--- src/core/icycle_pkg.sv ---
// Purpose: Shared constants for the instruction-cycle register set.
// Assumes: 32-bit AXI4-Lite register access, bit 0 is the most significant bit in field naming.
// Notes:   Field positions are given in little-endian vector indices.
package icycle_pkg;
  // Register byte addresses.
  localparam logic [7:0] ADDR_STATUS   = 8'h00;
  localparam logic [7:0] ADDR_KEY      = 8'h04;
  localparam logic [7:0] ADDR_BACKUP   = 8'h08;
  localparam logic [7:0] ADDR_IADDR    = 8'h0C;
  localparam logic [7:0] ADDR_OPADDR1  = 8'h10;
  localparam logic [7:0] ADDR_OPADDR2  = 8'h14;
  localparam logic [7:0] ADDR_PREFETCH = 8'h18;
  localparam logic [7:0] ADDR_CTRL     = 8'h1C;
  localparam logic [7:0] ADDR_STAT     = 8'h20;
  localparam logic [7:0] ADDR_GRBYTE   = 8'h24;
  // Status word field positions (little-endian indices).
  localparam int ILC_HI   = 31;
  localparam int ILC_LO   = 30;
  localparam int CC_HI    = 29;
  localparam int CC_LO    = 28;
  localparam int OP_HI    = 15;
  localparam int OP_LO    = 8;
  // Compare range: address bits 8-28 map to indices 23 downto 3.
  localparam int CMP_HI   = 23;
  localparam int CMP_LO   = 3;
  // Key register: bit 7 (index 0) reads zero.
  localparam logic [7:0] KEY_MASK  = 8'hFE;
  // Prefetch register: bit 31 (index 0) has no storage.
  localparam logic [31:0] PF_MASK  = 32'h00FF_FFFE;
  // Control register bits (write one to pulse).
  localparam int CTL_ENTER = 0;
  localparam int CTL_STORE = 1;
  localparam int CTL_UPDATE = 2;
  localparam int CTL_CLRREF = 3;
  localparam int CTL_EXEC  = 4;
  localparam logic [31:0] RESET_ZERO = 32'h0000_0000;
  localparam logic [1:0]  RESP_OKAY  = 2'b00;
  localparam logic [1:0]  RESP_SLVERR = 2'b10;
endpackage

--- src/core/opcode_decode.sv ---
// Purpose: Instruction length code from the opcode.
// Assumes: Length code is taken from opcode bits 0-1.
// Notes:   Pure combinational decode.
`timescale 1ns/1ps
module opcode_decode (
  input  wire logic [7:0] opcode,
  output logic      [1:0] length_code
);
  // The two high opcode bits give 1, 2, 2 or 3 halfwords.
  always_comb begin
    case (opcode[7:6])
      2'b00:   length_code = 2'b01;
      2'b01:   length_code = 2'b10;
      2'b10:   length_code = 2'b10;
      default: length_code = 2'b11;
    endcase
  end
endmodule

--- src/core/address_compare.sv ---
// Purpose: Doubleword compare of instruction and prefetch addresses against one operand address.
// Assumes: Addresses are 32-bit words with bit 8 at index 23.
// Notes:   Bits below the doubleword are ignored.
`timescale 1ns/1ps
module address_compare (
  input  wire logic [31:0] instr_addr,
  input  wire logic [31:0] pref_addr,
  input  wire logic [31:0] oper_addr,
  output logic             hit
);
  // Either stream address hitting the operand marks a possible self-modify.
  always_comb begin
    hit = (instr_addr[icycle_pkg::CMP_HI:icycle_pkg::CMP_LO] == oper_addr[icycle_pkg::CMP_HI:icycle_pkg::CMP_LO]) ||
          (pref_addr[icycle_pkg::CMP_HI:icycle_pkg::CMP_LO] == oper_addr[icycle_pkg::CMP_HI:icycle_pkg::CMP_LO]);
  end
endmodule

--- src/core/instruction_cycle_registers.sv ---
// Purpose: Instruction-cycle register set with AXI4-Lite access.
// Assumes: One clock, synchronous active-low reset, sequencer handshakes on the same clock.
// Notes:   Protected status fields ignore software writes.
// Overview of operation
// - Prefetch next doubleword while operands compute.
// - Hardware controls run beside microprogram.
// - Decode branch target from full opcode.
// - Opcode latch held through instruction cycle.
// - Opcode decode writes length code bits.
// - Execute modifier replaces byte when field nonzero.
// - Modifier loads general register byte three.
// - Immediate latch feeds status byte three.
// - Only hardware writes length code.
// - Condition code decides conditional branch.
// - Hardware sets opcode byte and immediate.
// - Status word mask, reserved, state bits.
// - Compare stream addresses at doubleword grain.
// - Store hit sets forced refetch latch.
// - Operand registers hold addresses bytes 1-3.
// - Key loads when instruction address written.
// - Key layout, bit seven reads zero.
// - Key substituted as byte zero on source.
// - Entry copies instruction address into backup.
// - Instruction address byte zero routes to key.
// - Prefetch bit 31 always zero.
// - Update loads low bits, high on carry.
//
// Our own choices: the placing of the registers and the AXI4-Lite interface to the registers.
`timescale 1ns/1ps
module instruction_cycle_registers (
  input  wire logic        clk_sys,
  input  wire logic        rst_n,
  input  wire logic [7:0]  s_axi_awaddr,
  input  wire logic        s_axi_awvalid,
  output logic             s_axi_awready,
  input  wire logic [31:0] s_axi_wdata,
  input  wire logic [3:0]  s_axi_wstrb,
  input  wire logic        s_axi_wvalid,
  output logic             s_axi_wready,
  output logic [1:0]       s_axi_bresp,
  output logic             s_axi_bvalid,
  input  wire logic        s_axi_bready,
  input  wire logic [7:0]  s_axi_araddr,
  input  wire logic        s_axi_arvalid,
  output logic             s_axi_arready,
  output logic [31:0]      s_axi_rdata,
  output logic [1:0]       s_axi_rresp,
  output logic             s_axi_rvalid,
  input  wire logic        s_axi_rready,
  input  wire logic [7:0]  fetch_opcode,
  input  wire logic [7:0]  fetch_imm_byte,
  input  wire logic        fetch_valid,
  input  wire logic        adder_carry29,
  input  wire logic [31:0] adder_sum,
  output logic [7:0]       branch_target,
  output logic             branch_taken,
  output logic             forced_refetch,
  output logic             prefetch_req
);
  // Register storage.
  logic [31:0] status_reg;
  logic [7:0]  key_reg;
  logic [31:0] backup_reg;
  logic [31:0] iaddr_reg;
  logic [31:0] opaddr1_reg;
  logic [31:0] opaddr2_reg;
  logic [31:0] prefetch_reg;
  logic [7:0]  opcode_reg;
  logic [7:0]  imm_reg;
  logic [7:0]  modifier_reg;
  logic [7:0]  grbyte_reg;
  logic        refetch_reg;
  logic [7:0]  target_reg;
  logic        taken_reg;
  logic        prefetch_req_reg;
  logic [1:0]  instr_length_code;
  logic        hit1;
  logic        hit2;
  // Bus handshake state.
  logic        aw_hold_reg;
  logic        w_hold_reg;
  logic [7:0]  aw_addr_reg;
  logic [31:0] w_data_reg;
  logic [3:0]  w_strb_reg;
  logic        bvalid_reg;
  logic [1:0]  bresp_reg;
  logic        rvalid_reg;
  logic [31:0] rdata_reg;
  logic [1:0]  rresp_reg;
  logic        wr_fire;
  logic        ctl_enter;
  logic        ctl_store;
  logic        ctl_update;
  logic        ctl_exec;
  logic        exec_pend_reg;
  logic [7:0]  imm_next;
  logic [31:0] status_wr, iaddr_wr, backup_wr, op1_wr, op2_wr;
  // Merge a byte-enabled write into an old word.
  function automatic logic [31:0] merge(input logic [31:0] old, input logic [31:0] data, input logic [3:0] strb);
    logic [31:0] res;
    res = old;
    for (int i = 0; i < 4; i++) begin
      if (strb[i]) begin
        res[i*8 +: 8] = data[i*8 +: 8];
      end
    end
    return res;
  endfunction

  // A write completes when both address and data have been taken.
  function automatic logic hit_addr(input logic [7:0] a, input logic [7:0] b);
    return a == b;
  endfunction
  opcode_decode u_decode (
    .opcode      (opcode_reg),
    .length_code (instr_length_code)
  );
  address_compare u_cmp1 (
    .instr_addr (iaddr_reg),
    .pref_addr  (prefetch_reg),
    .oper_addr  (opaddr1_reg),
    .hit        (hit1)
  );
  address_compare u_cmp2 (
    .instr_addr (iaddr_reg),
    .pref_addr  (prefetch_reg),
    .oper_addr  (opaddr2_reg),
    .hit        (hit2)
  );

  assign wr_fire    = aw_hold_reg && w_hold_reg && !bvalid_reg;
  assign ctl_enter  = wr_fire && hit_addr(aw_addr_reg, icycle_pkg::ADDR_CTRL) && w_data_reg[icycle_pkg::CTL_ENTER];
  assign ctl_store  = wr_fire && hit_addr(aw_addr_reg, icycle_pkg::ADDR_CTRL) && w_data_reg[icycle_pkg::CTL_STORE];
  assign ctl_update = wr_fire && hit_addr(aw_addr_reg, icycle_pkg::ADDR_CTRL) && w_data_reg[icycle_pkg::CTL_UPDATE];
  assign ctl_exec   = wr_fire && hit_addr(aw_addr_reg, icycle_pkg::ADDR_CTRL) && w_data_reg[icycle_pkg::CTL_EXEC];
  // Byte-merged write values, and the immediate byte that the next fetch will latch.
  assign status_wr = merge(status_reg, w_data_reg, w_strb_reg);
  assign iaddr_wr  = merge(iaddr_reg, w_data_reg, w_strb_reg);
  assign backup_wr = merge(backup_reg, w_data_reg, w_strb_reg);
  assign op1_wr    = merge(opaddr1_reg, w_data_reg, w_strb_reg);
  assign op2_wr    = merge(opaddr2_reg, w_data_reg, w_strb_reg);
  assign imm_next  = (exec_pend_reg && modifier_reg != 8'h00) ? modifier_reg : fetch_imm_byte;

  // Address and data channels are taken independently and held until the write retires.
  always_ff @(posedge clk_sys) begin
    if (!rst_n) begin
      aw_hold_reg <= 1'b0;
      w_hold_reg  <= 1'b0;
      aw_addr_reg <= 8'h00;
      w_data_reg  <= icycle_pkg::RESET_ZERO;
      w_strb_reg  <= 4'h0;
    end else if (wr_fire) begin
      aw_hold_reg <= 1'b0;
      w_hold_reg  <= 1'b0;
    end else begin
      if (s_axi_awvalid && !aw_hold_reg) begin
        aw_hold_reg <= 1'b1;
        aw_addr_reg <= s_axi_awaddr;
      end
      if (s_axi_wvalid && !w_hold_reg) begin
        w_hold_reg <= 1'b1;
        w_data_reg <= s_axi_wdata;
        w_strb_reg <= s_axi_wstrb;
      end
    end
  end

  // Write response; unmapped addresses answer with a slave error.
  always_ff @(posedge clk_sys) begin
    if (!rst_n) begin
      bvalid_reg <= 1'b0;
      bresp_reg  <= icycle_pkg::RESP_OKAY;
    end else if (wr_fire) begin
      bvalid_reg <= 1'b1;
      bresp_reg  <= (aw_addr_reg <= icycle_pkg::ADDR_GRBYTE && aw_addr_reg[1:0] == 2'b00 &&
                     aw_addr_reg != icycle_pkg::ADDR_STAT) ? icycle_pkg::RESP_OKAY : icycle_pkg::RESP_SLVERR;
    end else if (s_axi_bready) begin
      bvalid_reg <= 1'b0;
    end
  end

  // Read path; the key is substituted as byte zero of every address register.
  always_ff @(posedge clk_sys) begin
    if (!rst_n) begin
      rvalid_reg <= 1'b0;
      rdata_reg  <= icycle_pkg::RESET_ZERO;
      rresp_reg  <= icycle_pkg::RESP_OKAY;
    end else if (s_axi_arvalid && !rvalid_reg) begin
      rvalid_reg <= 1'b1;
      rresp_reg  <= icycle_pkg::RESP_OKAY;
      case (s_axi_araddr)
        icycle_pkg::ADDR_STATUS:   rdata_reg <= status_reg;
        icycle_pkg::ADDR_KEY:      rdata_reg <= {24'h00_0000, key_reg};
        icycle_pkg::ADDR_BACKUP:   rdata_reg <= {key_reg, backup_reg[23:0]};
        icycle_pkg::ADDR_IADDR:    rdata_reg <= {key_reg, iaddr_reg[23:0]};
        icycle_pkg::ADDR_OPADDR1:  rdata_reg <= {key_reg, opaddr1_reg[23:0]};
        icycle_pkg::ADDR_OPADDR2:  rdata_reg <= {key_reg, opaddr2_reg[23:0]};
        icycle_pkg::ADDR_PREFETCH: rdata_reg <= {key_reg, prefetch_reg[23:0]};
        icycle_pkg::ADDR_CTRL:     rdata_reg <= icycle_pkg::RESET_ZERO;
        icycle_pkg::ADDR_STAT:     rdata_reg <= {16'h0000, modifier_reg, 6'h00, hit1 | hit2, refetch_reg};
        icycle_pkg::ADDR_GRBYTE:   rdata_reg <= {24'h00_0000, grbyte_reg};
        default: begin
          rdata_reg <= icycle_pkg::RESET_ZERO;
          rresp_reg <= icycle_pkg::RESP_SLVERR;
        end
      endcase
    end else if (rvalid_reg && s_axi_rready) begin
      rvalid_reg <= 1'b0;
    end
  end

  // Opcode and immediate latches reload on a fetch; an execute arms the override for the next fetch.
  always_ff @(posedge clk_sys) begin
    if (!rst_n) begin
      opcode_reg    <= 8'h00;
      imm_reg       <= 8'h00;
      exec_pend_reg <= 1'b0;
    end else begin
      if (fetch_valid) begin
        opcode_reg <= fetch_opcode;
        imm_reg    <= imm_next;
      end
      if (ctl_exec) begin
        exec_pend_reg <= 1'b1;
      end else if (fetch_valid) begin
        exec_pend_reg <= 1'b0;
      end
    end
  end

  // Modifier takes byte 3 of the named general register when the first operand register is written.
  always_ff @(posedge clk_sys) begin
    if (!rst_n) begin
      modifier_reg <= 8'h00;
      grbyte_reg   <= 8'h00;
    end else if (wr_fire) begin
      if (aw_addr_reg == icycle_pkg::ADDR_GRBYTE) begin
        grbyte_reg <= w_strb_reg[0] ? w_data_reg[7:0] : grbyte_reg;
      end
      if (aw_addr_reg == icycle_pkg::ADDR_OPADDR1) begin
        modifier_reg <= grbyte_reg;
      end
    end
  end

  // Status word: length code and opcode byte are hardware owned; software reaches the rest.
  always_ff @(posedge clk_sys) begin
    if (!rst_n) begin
      status_reg <= icycle_pkg::RESET_ZERO;
    end else begin
      if (wr_fire && aw_addr_reg == icycle_pkg::ADDR_STATUS) begin
        status_reg[29:16] <= status_wr[29:16];
        status_reg[7:0]   <= status_wr[7:0];
      end
      status_reg[icycle_pkg::ILC_HI:icycle_pkg::ILC_LO] <= instr_length_code;
      status_reg[icycle_pkg::OP_HI:icycle_pkg::OP_LO]   <= opcode_reg;
      if (fetch_valid) begin
        status_reg[7:0] <= imm_next;
      end
    end
  end

  // Instruction address, key and backup; instruction address writes route byte zero into the key.
  always_ff @(posedge clk_sys) begin
    if (!rst_n) begin
      iaddr_reg  <= icycle_pkg::RESET_ZERO;
      key_reg    <= 8'h00;
      backup_reg <= icycle_pkg::RESET_ZERO;
    end else begin
      if (wr_fire && aw_addr_reg == icycle_pkg::ADDR_IADDR) begin
        iaddr_reg[23:0] <= iaddr_wr[23:0];
        if (w_strb_reg[3]) begin
          key_reg <= w_data_reg[31:24] & icycle_pkg::KEY_MASK;
        end
      end else if (ctl_update) begin
        iaddr_reg[2:0] <= prefetch_reg[2:0];
        if (adder_carry29) begin
          iaddr_reg[23:3] <= prefetch_reg[23:3];
        end
      end
      if (wr_fire && aw_addr_reg == icycle_pkg::ADDR_BACKUP) begin
        backup_reg[23:0] <= backup_wr[23:0];
      end else if (ctl_enter) begin
        backup_reg[23:0] <= iaddr_reg[23:0];
      end
    end
  end

  // Operand address registers and the prefetch address buffer.
  always_ff @(posedge clk_sys) begin
    if (!rst_n) begin
      opaddr1_reg  <= icycle_pkg::RESET_ZERO;
      opaddr2_reg  <= icycle_pkg::RESET_ZERO;
      prefetch_reg <= icycle_pkg::RESET_ZERO;
    end else begin
      if (wr_fire && aw_addr_reg == icycle_pkg::ADDR_OPADDR1) begin
        opaddr1_reg[23:0] <= op1_wr[23:0];
      end
      if (wr_fire && aw_addr_reg == icycle_pkg::ADDR_OPADDR2) begin
        opaddr2_reg[23:0] <= op2_wr[23:0];
      end
      // The adder runs every cycle so prefetch need not wait for the microprogram.
      prefetch_reg <= adder_sum & icycle_pkg::PF_MASK;
    end
  end

  // Forced refetch is set by a store hit; set wins over clear in the same cycle.
  always_ff @(posedge clk_sys) begin
    if (!rst_n) begin
      refetch_reg <= 1'b0;
    end else if (ctl_store && (hit1 || hit2)) begin
      refetch_reg <= 1'b1;
    end else if (fetch_valid) begin
      refetch_reg <= 1'b0;
    end
  end

  // Sequencer-facing outputs: decode branch, condition branch and prefetch request.
  always_ff @(posedge clk_sys) begin
    if (!rst_n) begin
      target_reg       <= 8'h00;
      taken_reg        <= 1'b0;
      prefetch_req_reg <= 1'b0;
    end else begin
      target_reg       <= opcode_reg;
      // Mask bit picked by condition code, immediate high nibble is the mask.
      taken_reg        <= imm_reg[3'd7 - {1'b0, status_reg[icycle_pkg::CC_HI:icycle_pkg::CC_LO]}];
      prefetch_req_reg <= !fetch_valid;
    end
  end

  assign s_axi_awready = !aw_hold_reg;
  assign s_axi_wready  = !w_hold_reg;
  assign s_axi_bvalid  = bvalid_reg;
  assign s_axi_bresp   = bresp_reg;
  assign s_axi_arready = !rvalid_reg;
  assign s_axi_rvalid  = rvalid_reg;
  assign s_axi_rdata   = rdata_reg;
  assign s_axi_rresp   = rresp_reg;
  assign branch_target = target_reg;
  assign branch_taken  = taken_reg;
  assign forced_refetch = refetch_reg;
  assign prefetch_req  = prefetch_req_reg;

  a_refetch_set: assert property (@(posedge clk_sys) disable iff (!rst_n)
    ctl_store && (hit1 || hit2) |=> forced_refetch) else $error("Store hit did not set refetch.");
  a_length_code: assert property (@(posedge clk_sys) disable iff (!rst_n)
    rst_n && $stable(opcode_reg) |=> status_reg[31:30] == $past(instr_length_code)) else $error("Length code not from decode.");
  a_opcode_byte: assert property (@(posedge clk_sys) disable iff (!rst_n)
    rst_n |=> status_reg[15:8] == $past(opcode_reg)) else $error("Opcode byte not hardware set.");
  a_backup_entry: assert property (@(posedge clk_sys) disable iff (!rst_n)
    ctl_enter |=> backup_reg[23:0] == $past(iaddr_reg[23:0])) else $error("Backup not loaded at entry.");
  a_key_bit7: assert property (@(posedge clk_sys) disable iff (!rst_n)
    key_reg[0] == 1'b0) else $error("Key bit 7 not zero.");
  a_pf_bit31: assert property (@(posedge clk_sys) disable iff (!rst_n)
    prefetch_reg[0] == 1'b0 && prefetch_reg[31:24] == 8'h00) else $error("Prefetch bit 31 set.");
  a_update_low: assert property (@(posedge clk_sys) disable iff (!rst_n)
    ctl_update && !(wr_fire && aw_addr_reg == icycle_pkg::ADDR_IADDR) && !adder_carry29
    |=> iaddr_reg[23:3] == $past(iaddr_reg[23:3]) && iaddr_reg[2:0] == $past(prefetch_reg[2:0]))
    else $error("Update without carry changed high bits.");
  a_target_op: assert property (@(posedge clk_sys) disable iff (!rst_n)
    rst_n |=> branch_target == $past(opcode_reg)) else $error("Branch target not opcode.");
  c_store_hit: cover property (@(posedge clk_sys) ctl_store && (hit1 || hit2));
  c_update_carry: cover property (@(posedge clk_sys) ctl_update && adder_carry29);
  c_exec_mod: cover property (@(posedge clk_sys) fetch_valid && exec_pend_reg && modifier_reg != 8'h00);
endmodule

--- config.mk ---
export PLATFORM = sky130hd
export DESIGN_NAME = instruction_cycle_registers
export DESIGN_NICKNAME = d
export VERILOG_FILES = /design/src/core/icycle_pkg.sv /design/src/core/opcode_decode.sv /design/src/core/address_compare.sv /design/src/core/instruction_cycle_registers.sv
export SDC_FILE = /design/constraint.sdc
export NUM_CORES = 1
export LEC_CHECK = 0
export BUFFER_PORTS_ARGS = -buffer_cell sky130_fd_sc_hd__buf_4
export CAP_MARGIN = 20
export CORE_UTILIZATION = 50
export CTS_BUF_LIST = sky130_fd_sc_hd__clkbuf_4
export CTS_CLUSTER_SIZE = 25
export DETAILED_ROUTE_END_ITERATION = 7
export PLACE_DENSITY = 0.71
export SYNTH_ARGS = -nofsm -noshare
export SYNTH_HDL_FRONTEND = slang
export SYNTH_HIERARCHICAL = 1
export SYNTH_SLANG_ARGS = --single-unit
--- constraint.sdc ---
create_clock -name clk_sys -period 3.8 [get_ports clk_sys]
set_input_delay 0.76 -clock clk_sys [delete_from_list [all_inputs] [get_ports clk_sys]]
set_output_delay 0.76 -clock clk_sys [all_outputs]
set_load 0.01 [all_outputs]
## Word-level counts from Yosys, hierarchy flattened

Index checks and enable logic that the tools add are counted.

- Output and inout bits: 52
- Logic and storage cells: 162
- Flip-flop bits (word level): 286

- Equality and inequality tests: 28
- Multiplexer cells: 24
- Bitwise operators: 3
- Order comparisons: 2
- Reductions and logical operators: 66
- $add $sub $neg: 1

Operator list:

| kind | count |
|---|---|
| 32-bit one-hot mux with 9 select lines | 1 |
| 24-bit two-way mux | 4 |
| 21-bit equality test | 4 |
| 8-bit by 5-bit equality test with 1-bit output, second input constant | 7 |
| 8-bit two-way mux | 6 |
| 2-bit AND reduction | 17 |
| 8-bit by 4-bit equality test with 1-bit output, second input constant | 4 |
| 8-bit by 6-bit equality test with 1-bit output, second input constant | 3 |
| 21-bit two-way mux | 1 |
| 1-bit logical AND | 20 |
| 2-bit nonzero test | 9 |
| 8-bit logical NOT | 2 |
| 2-bit inequality test, second input constant | 6 |
| 3-bit AND reduction | 4 |
| 10-bit OR reduction | 1 |
| 8-bit by 3-bit equality test with 1-bit output, second input constant | 1 |
| 8-bit by 6-bit <= comparator with 1-bit output, second input constant | 1 |
| 1-bit two-way mux | 8 |
| 8-bit by 6-bit inequality test with 1-bit output, second input constant | 1 |
| 8-bit nonzero test | 1 |
| 1-bit logical NOT | 5 |
| 2-bit logical NOT | 2 |
| 3-bit by 4-bit less-than comparator with 1-bit output, second input constant | 1 |
| 2-bit two-way mux | 2 |
| 9 further kinds | 13 |

## Longest topological paths before layout

Gate-level depths: netlist of the first run.

- Depth in word-level cells: 6
- Depth in mapped cells: 8

## Modules after synthesis

The synthesis of the first run kept the hierarchy.

Modules (own cells, without submodules):

| module | area an instance (um2) | cells each | times used |
|---|---|---|---|
| instruction_cycle_registers | 11383.4 | 1321 | 1 |
| address_compare | 481.7 | 56 | 2 |
| opcode_decode | 27.5 | 5 | 1 |

## Worst setup path before layout of the first run

OpenSTA, ideal clock, no wires.

- Path kind: input port to flip-flop
- Start point: in s_axi_araddr[7]
- End point: reg rdata_reg[24] (netlist: s_axi_rdata[24])
- Data required time: 3733 ps
- Path slack: 1470 ps
- Library setup time: 67 ps
- Stages on the path: 7
- Path buffers: 3
- Arrival time: 2263 ps
- Path through: buf_6 or4_4 buf_6 nor4b_4 buf_6 nand3_2 a21oi_2

- Longest elaborated chain between the ends: 2

RTL lines:

| what | line | RTL |
|---|---|---|
| start: declaration | instruction_cycle_registers.sv:43 | `input wire logic [7:0] s_axi_araddr,` |
| 8-bit by 6-bit equality test with 1-bit output (tied with other cells) | instruction_cycle_registers.sv:191 | `case (s_axi_araddr)` |
| 32-bit one-hot mux with 9 select lines * | instruction_cycle_registers.sv:191 |  |
| end signal: assignment | instruction_cycle_registers.sv:192 | `icycle_pkg::ADDR_STATUS: rdata_reg <= status_reg;` |
| end signal: assignment | instruction_cycle_registers.sv:193 | `icycle_pkg::ADDR_KEY: rdata_reg <= {24'h00_0000, key_reg};` |
| end signal: assignment | instruction_cycle_registers.sv:194 | `icycle_pkg::ADDR_BACKUP: rdata_reg <= {key_reg, backup_reg[23:0]};` |
| end: declaration | instruction_cycle_registers.sv:88 | `logic [31:0] rdata_reg;` |

Mark *: on every way between the ends. The rest lies on a longest branch, timed or not.
A chain may end at the register's enable or synchronous reset.

## Worst setup path after layout of the first run

- Start point: reg aw_addr_reg[5]
- End point: reg opaddr1_reg[4]

- Longest elaborated chain between the ends: 3

RTL lines:

| what | line | RTL |
|---|---|---|
| start: declaration | instruction_cycle_registers.sv:82 | `logic [7:0] aw_addr_reg;` |
| start signal: assignment | instruction_cycle_registers.sv:158 | `aw_addr_reg <= s_axi_awaddr;` |
| 8-bit by 5-bit equality test with 1-bit output | instruction_cycle_registers.sv:296 | `if (wr_fire && aw_addr_reg == icycle_pkg::ADDR_OPADDR1) begin` |
| 1-bit logical AND | instruction_cycle_registers.sv:296 |  |
| 2-bit AND reduction (no line) | n/a |  |
| end signal: assignment | instruction_cycle_registers.sv:292 | `opaddr1_reg <= icycle_pkg::RESET_ZERO;` |
| end signal: assignment | instruction_cycle_registers.sv:297 | `opaddr1_reg[23:0] <= op1_wr[23:0];` |
| end: declaration | instruction_cycle_registers.sv:65 | `logic [31:0] opaddr1_reg;` |

No other way between the ends.

==> results of run 1 <==
[cell families after synthesis]
family          Yosys count  synth area share [%]
compound gates          353                  17.5
xor+xnor                 84                  5.95
fa+ha+maj                 1                 0.101
buf+inv                 112                  4.17
simple gates            527                  20.7
other cells               1                0.0303
flops                   272                  44.0
mux                      88                  7.57
[metal layers]
layer / track usage [%] / part of all wire [%] / vias up
li1: - / - / 5432
met1: 43.1 / 44 / 5281
met2: 44.9 / 42 / 625
met3: 8.10 / 11 / 77
met4: 11.7 / 2.9 / 0
met5: 0 / 0 / -
[stage by stage]
step | cells | hold slack (ps) | utilization, %
detailed placement | 1833 | 439 | 56.0
finish | 1957 | 274 | 59.6
global placement | 1833 | 432 | 56.0
CTS | 1955 | 241 | 59.5
floorplan | 1439 | 429 | -
global route | 1957 | 254 | 59.6
[worst max-delay path by stage]
stage	from	to	slack, ps
finish	aw_addr_reg[5]	opaddr1_reg[4]	1150
global route	aw_addr_reg[5]	opaddr1_reg[1]	880
CTS	aw_addr_reg[5]	opaddr1_reg[4]	1180
detailed placement	s_axi_araddr[3]	s_axi_rdata[13]	870
global placement	s_axi_araddr[3]	s_axi_rdata[13]	820
floorplan	s_axi_araddr[7]	s_axi_rdata[24]	1470
[worst register-to-register path, delay by kind of cell (launching register included)]
family,cells,cell delay (ps)
simple gates,4,2050
flops,1,360
compound gates,1,120
[synthesized netlist by cell type, types with 5 or more instances]
cell type	n	area share, %
dfxtp_1	272	44
o22ai_1	13	0.66
mux2_2	5	0.45
nor3_1	11	0.44
o211ai_1	10	0.61
a221oi_1	5	0.35
a31oi_1	48	2.4
nand4_1	24	1.2
a221o_1	5	0.40
o21ai_1	10	0.40
nor2b_1	14	0.71
xnor2_1	42	3.0
a211oi_1	9	0.55
a22oi_1	36	2.2
xor2_1	42	3.0
buf_1	10	0.30
nor2_1	82	2.5
nor4_1	8	0.40
o21ai_0	118	4.8
a21oi_1	65	2.6
clkbuf_1	60	1.8
nand2b_1	12	0.61
and2_1	37	1.9
a2bb2oi_1	6	0.42
buf_4	11	0.67
a32oi_1	8	0.57
buf_2	17	0.69
inv_1	7	0.21
nor4_2	6	0.61
mux2i_1	79	6.4
nand2_1	241	7.3
nand3_1	59	2.4
[power breakdown]
group	switching, mW	internal (mW)	leakage [nW]	total (mW)
Clock	1.20	1.28	0.513	2.48
Sequential	0.0942	2.92	2.21	3.01
Combinational	0.242	0.194	3.16	0.436
[layout make-up]
type / count / share of cell area (%)
multi-input cells: 1055 / 44.3
clock buffers: 100 / 5.18
well taps: 324 / 2.80
flip-flops and latches: 272 / 37.6
diodes: 1 / 0.0173
repair buffers: 175 / 9.07
inverters: 8 / 0.216
clock inverters: 22 / 0.820
==> summary.txt, run 1 <==
Power and ir drop
  – Leakage power: 5.89 nW
  – Max VDD drop: 212 uV
  – Pwr Density: 409 mW/mm^2
  – Post-layout power: 5.93 mW

Finish
  – Most common cell after layout, fill and taps aside: dfxtp_1
  – Fraction of layout instances using a drive strength above 1: 19.4%
  – # nets final: 1694
  – Commonest non-fill, non-tap cells in the layout: 272 x dfxtp_1, 241 x nand2_1, 175 x buf_4
  – Area Growth Syn to Fin: 17.1%
  – Area of the multi-input gates: 0.00642 sq mm
  – FF/Latch Area: 0.00545 sq mm
  – Fill cells: 2219
  – Post-route cell area: 0.0145 sq mm

Outcome
  – Status: completed

Critical path
  – Worst Path Buf+Inv: 0
  – Setup CP Type: reg2reg
  – Worst path slowest cell: nand4_1
  – Worst EP required: 4340 ps
  – Reg2reg path depth: 5
  – Worst R2R End: opaddr1_reg[4]
  – Crit path max-delay family: simple AND/OR/NAND/NOR gates
  – Critical-path cell list: or3_1 > nor2_1 > nand4_1 > nand3_1 > o21ai_0
  – CP Depth: 5
  – Worst r2r src: aw_addr_reg[5]
  – Crit start category: flop
  – Critical Path AT: 3200 ps
  – CP endpoint kind: flop
  – Crit path max fanout: 16
  – CP max stage delay: 730 ps
  – Flop2flop setup slack: 1150 ps

GRT
  – All-Layer GR Usage: 30.7%
  – Vias in the first global route: 10700
  – Total grt overflow: 0
  – Initial antenna violation count: 1
  – Largest net degree at the start of global routing: 111
  – First-pass GRT wire length: 60600 um

Logic synthesis
  – Seq/Total Area, Yosys: 44.0%
  – Asr flop ratio synth: 0%
  – Post-synth EDFFs: 0
  – Mean area per synthesized cell: 8.61 sq um
  – Post-synth cell types: 70
  – Synth Flop Type: dfxtp_1
  – Mapped Cells: 1438
  – Synthesis Warnings: 6
  – Post-synthesis register bit count: 272
  – Cell area after synthesis: 0.0124 sq mm

Clock network
  – Root Buffer: clkbuf_4
  – # resized after CTS: 0
  – H-tree Lvls: 3
  – CTS tree: done
  – Clock Latency Late Sink: 710 ps
  – CTS Buf Count: 72
  – Reg clk slew, reported paths: 60 ps
  – Setup Fix Bufs, Post-CTS: 0
  – CTS Hold Bufs: 0
  – Clock sinks: 272
  – Clock Path Buffers: 3

Timing
  – Max frequency: 0.377 GHz
  – # setup viols final: 0
  – Fin crit period: 2650 ps
  – Slew HR: 26.9%
  – RSZ-0062 raised after global routing: false
  – Final period util: 69.8%
  – Setup ws final: 1150 ps
  – Worst-margin pin slew: 1100 ps
  – Setup TNS: 0 ps
  – Max-slew violations: 0
  – Worst Skew: 47.4 ps
  – Final hold viol count: 0

Worst hold path
  – Hold Path Class: in2reg
  – Hold Path Origin: adder_sum[2]
  – Hold depth: 2
  – Hold EP: prefetch_reg[2]

Route
  – Drt wl/cell: 20.0 um
  – Post-route DRC: 0
  – Post-Route WL: 39200 um
  – 1st-iter DRT viols: 1243
  – DR pass1 iterations: 6
  – Via count: 11400
  – Antenna Nets Post-Route: 0
  – Via-to-Cell Ratio: 5.83

Placement
  – Detailed Place HPWL: 28500 um
  – PortBufs: 149
  – Placed instance area: 0.0136 sq mm
  – Post-placement worst setup slack: 875 ps
  – GP Congestion: 0.990

Die
  – Core area: 0.0243 sq mm
  – Area of the die: 0.0254 sq mm
  – Die X: 159 um
  – IO Pins: 161
  – FP Rows: 57
  – Initial Util: 50.9%
  – Die H: 159 um

Job
  – Max cap viols: 0
Note: power is estimated with default switching activity, not from simulation.
==> run 2, diff against run 1 <==
--- a/config.mk
+++ b/config.mk
@@ -5,13 +5,14 @@
 export SDC_FILE = /design/constraint.sdc
 export NUM_CORES = 1
 export LEC_CHECK = 0
+export ABC_AREA = 1
 export BUFFER_PORTS_ARGS = -buffer_cell sky130_fd_sc_hd__buf_4
 export CAP_MARGIN = 20
 export CORE_UTILIZATION = 50
 export CTS_BUF_LIST = sky130_fd_sc_hd__clkbuf_4
 export CTS_CLUSTER_SIZE = 25
 export DETAILED_ROUTE_END_ITERATION = 7
-export PLACE_DENSITY = 0.71
+export PLACE_DENSITY = 0.73
 export SYNTH_ARGS = -nofsm -noshare
 export SYNTH_HDL_FRONTEND = slang
 export SYNTH_HIERARCHICAL = 1
==> constraint.sdc (replaced) <==
create_clock -name clk_sys -period 2.29 [get_ports clk_sys]
set_input_delay 0.458 -clock clk_sys [delete_from_list [all_inputs] [get_ports clk_sys]]
set_output_delay 0.458 -clock clk_sys [all_outputs]
set_load 0.01 [all_outputs]
==> run 2 against run 1 <==
Net effect: synthesized area grew 11%; core utilization grew 1.9 points; routed wire length grew 17%; global-route usage grew 2.0 points; design area grew 14%; non-clock buffer count grew 68; synthesized cell count grew 50%; sequential power grew 66%; maximum frequency grew 26%; cell count grew 41%; flip-flop and latch count is the same; critical path type unchanged.
==> summary.txt, run 2 <==
Route
  – Uppermost routed layer: met4
  – Post-route DRC: 0
  – Antenna Nets Post-Route: 0
  – Post-Route WL: 45900 um
  – Via count: 14800
  – M1 WL: 18600 um
  – Via-to-Cell Ratio: 5.34
  – Met3 Routed Length: 3620 um
  – 1st-iter DRT viols: 1682
  – Drt wl/cell: 16.6 um
  – DR pass1 iterations: 6
  – Routed wl met2: 21300 um

Logic synthesis
  – Mapped Cells: 2160
  – Seq/Total Area, Yosys: 39.8%
  – Synth Flop Type: dfxtp_1
  – Mean area per synthesized cell: 6.34 sq um
  – Post-synth cell types: 36
  – Cell with the most instances after synthesis: nand2_1
  – Post-synth EDFFs: 0
  – Cell area after synthesis: 0.0137 sq mm
  – Synthesis Warnings: 6
  – Top cell type's share of synthesized area: 39.8%
  – Asr flop ratio synth: 0%
  – Post-synthesis register bit count: 272
  – Synth area leader: dfxtp_1
  – Synth cell count leaders: 535 x nand2_1, 310 x inv_1, 272 x dfxtp_1, 259 x o21ai_0, 212 x nor2_1
  – Top cells by area, synth: dfxtp_1 40%, nand2_1 15%, o21ai_0 9.5%

Outcome
  – Status: completed

Clock network
  – Clock Path Buffers: 3
  – H-tree Lvls: 3
  – Root Buffer: clkbuf_4
  – Clock Latency Late Sink: 720 ps
  – CTS tree: done
  – CTS Buf Count: 75
  – Setup Fix Bufs, Post-CTS: 0
  – Reg clk slew, reported paths: 60 ps
  – Clock sinks: 272

Finish
  – Commonest non-fill, non-tap cells in the layout: 535 x nand2_1, 310 x inv_1, 269 x dfxtp_1
  – Area Growth Syn to Fin: 20.7%
  – Most common cell after layout, fill and taps aside: nand2_1
  – Fraction of layout instances using a drive strength above 1: 14.2%
  – Fill cells: 2579
  – Post-route cell area: 0.0165 sq mm
  – Non-Filler Instances: 2765
  – # nets final: 2480

Critical path
  – Critical Path AT: 2700 ps
  – Worst EP required: 2880 ps
  – Setup CP Type: reg2reg
  – Critical-path cell list: nor2_1 > nand3_1 > nor2_8 > nand2_4 > inv_4 > nand2_2 > nand2_2 > nand3_1 > nand2_1 > nor2_1
  – Worst R2R End: iaddr_reg[10]
  – Worst r2r src: aw_addr_reg[6]
  – Crit path max-delay family: simple AND/OR/NAND/NOR gates
  – Crit start category: flop
  – Worst Path Buf+Inv: 1
  – Worst path slowest cell: dfxtp_1
  – Flop2flop setup slack: 180 ps
  – Reg2reg path depth: 10
  – CP endpoint kind: flop
  – CP max stage delay: 310 ps
  – Crit path max fanout: 13

Power and ir drop
  – Pwr Density: 619 mW/mm^2
  – Leakage power: 7.41 nW
  – Max VDD drop: 424 uV

GRT
  – First-pass GRT wire length: 72000 um
  – Total grt overflow: 0
  – Vias in the first global route: 13800
  – All-Layer GR Usage: 32.7%
  – Largest net degree at the start of global routing: 122
  – Initial antenna violation count: 1

Worst hold path
  – Hold EP: opcode_reg[2]
  – Hold Path Origin: fetch_opcode[2]
  – Hold depth: 3
  – Hold Path Class: in2reg

Placement
  – Inst Count DP: 2594
  – Detailed Place HPWL: 32400 um
  – Post-placement worst setup slack: 233 ps
  – PortBufs: 149
  – Placed instance area: 0.0152 sq mm
  – GP Congestion: 0.937

Die
  – Area of the die: 0.0280 sq mm
  – IO Pins: 161
  – Core area: 0.0269 sq mm
  – Die H: 167 um
  – FP Rows: 60
  – Die X: 167 um
  – Initial Util: 50.9%

Timing
  – Worst Skew: 34.6 ps
  – Final hold viol count: 0
  – Setup TNS: 0 ps
  – Max-slew violations: 0
  – Final period util: 92.2%
  – Worst-margin pin slew: 646 ps
  – Fin crit period: 2110 ps
  – Slew HR: 56.9%
  – # setup viols final: 0
  – Max frequency: 0.474 GHz
  – RSZ-0062 raised after global routing: false
  – Setup ws final: 179 ps
  – Hold slack: 3.75 ps

Job
  – Max cap viols: 0
[run 2: cell count changes in the layout (fill, tap and decap cells not counted), sizes merged, moves of 40 or more]
cell,previous run,this run
nand2,242,544
a21oi,66,208
dlygate4sd3,0,40
xor2,42,2
a31oi,48,1
mux2i,79,0
inv,8,316
o21ai,128,286
nand3,60,175
nor2,83,218
[run 2: worst max path at each step]
stage	start	end	cells after the start	slack, ps
floorplan	iaddr_reg[3]	s_axi_rdata[1]	14	750
global placement	prefetch_reg[11]	s_axi_rdata[1]	14	260
detailed placement	prefetch_reg[11]	s_axi_rdata[1]	14	230
CTS	prefetch_reg[11]	s_axi_rdata[1]	14	200
global route	prefetch_reg[19]	s_axi_rdata[1]	15	2
finish	aw_addr_reg[6]	iaddr_reg[10]	10	180
[run 2: layout make-up]
type	count	area (sq um)	area share, %
flip-flops and latches	272	5450	33.0
well taps	341	427	2.58
inverters	316	1190	7.19
repair buffers	243	1970	11.9
diodes	1	2.50	0.0151
multi-input cells	1462	6560	39.7
clock inverters	22	113	0.681
clock buffers	108	811	4.91
[run 2: power by group]
| group | switching [mW] | internal, mW |
|---|---|---|
| logic | 0.522 | 0.360 |
| registers | 0.140 | 4.87 |
| clock network | 2.06 | 2.27 |
[run 2: what timing repair did]
action	4_1_cts	5_1_grt
hold buffers	39	1
endpoints found under the hold margin	39	1
gates resized for setup	0	4
setup endpoints to repair	0	1
[run 2: cell families after synthesis]
kind of cell | synth area share [%]
compound gates | 18.4
xor+xnor | 0.896
fa+ha+maj | 0.0914
buf+inv | 12.4
flops | 39.8
other cells | 0.0274
simple gates | 28.4
[run 2: worst min-delay path: cells and delay by family]
| family | cells | cell delay [ps] |
|---|---|---|
| buffers and inverters | 1 | 80 |
| AND/OR/NAND/NOR | 2 | 120 |
[run 2: layer usage]
layer | vias up | GRT usage (%)
met3 | 145 | 4.70
met5 | - | 0
met4 | 0 | 17.2
li1 | 7277 | -
met1 | 6675 | 41.1
met2 | 680 | 54.3
[run 2: metrics by stage]
stage / power (mW) / utilization, %
6_report: 10.2 / 61.5
5_1_grt: 10.7 / 61.5
4_1_cts: 10.3 / 61.4
3_5_place_dp: 5.92 / 56.5
3_3_place_gp: 5.90 / 56.5
2_1_floorplan: 5.54 / -
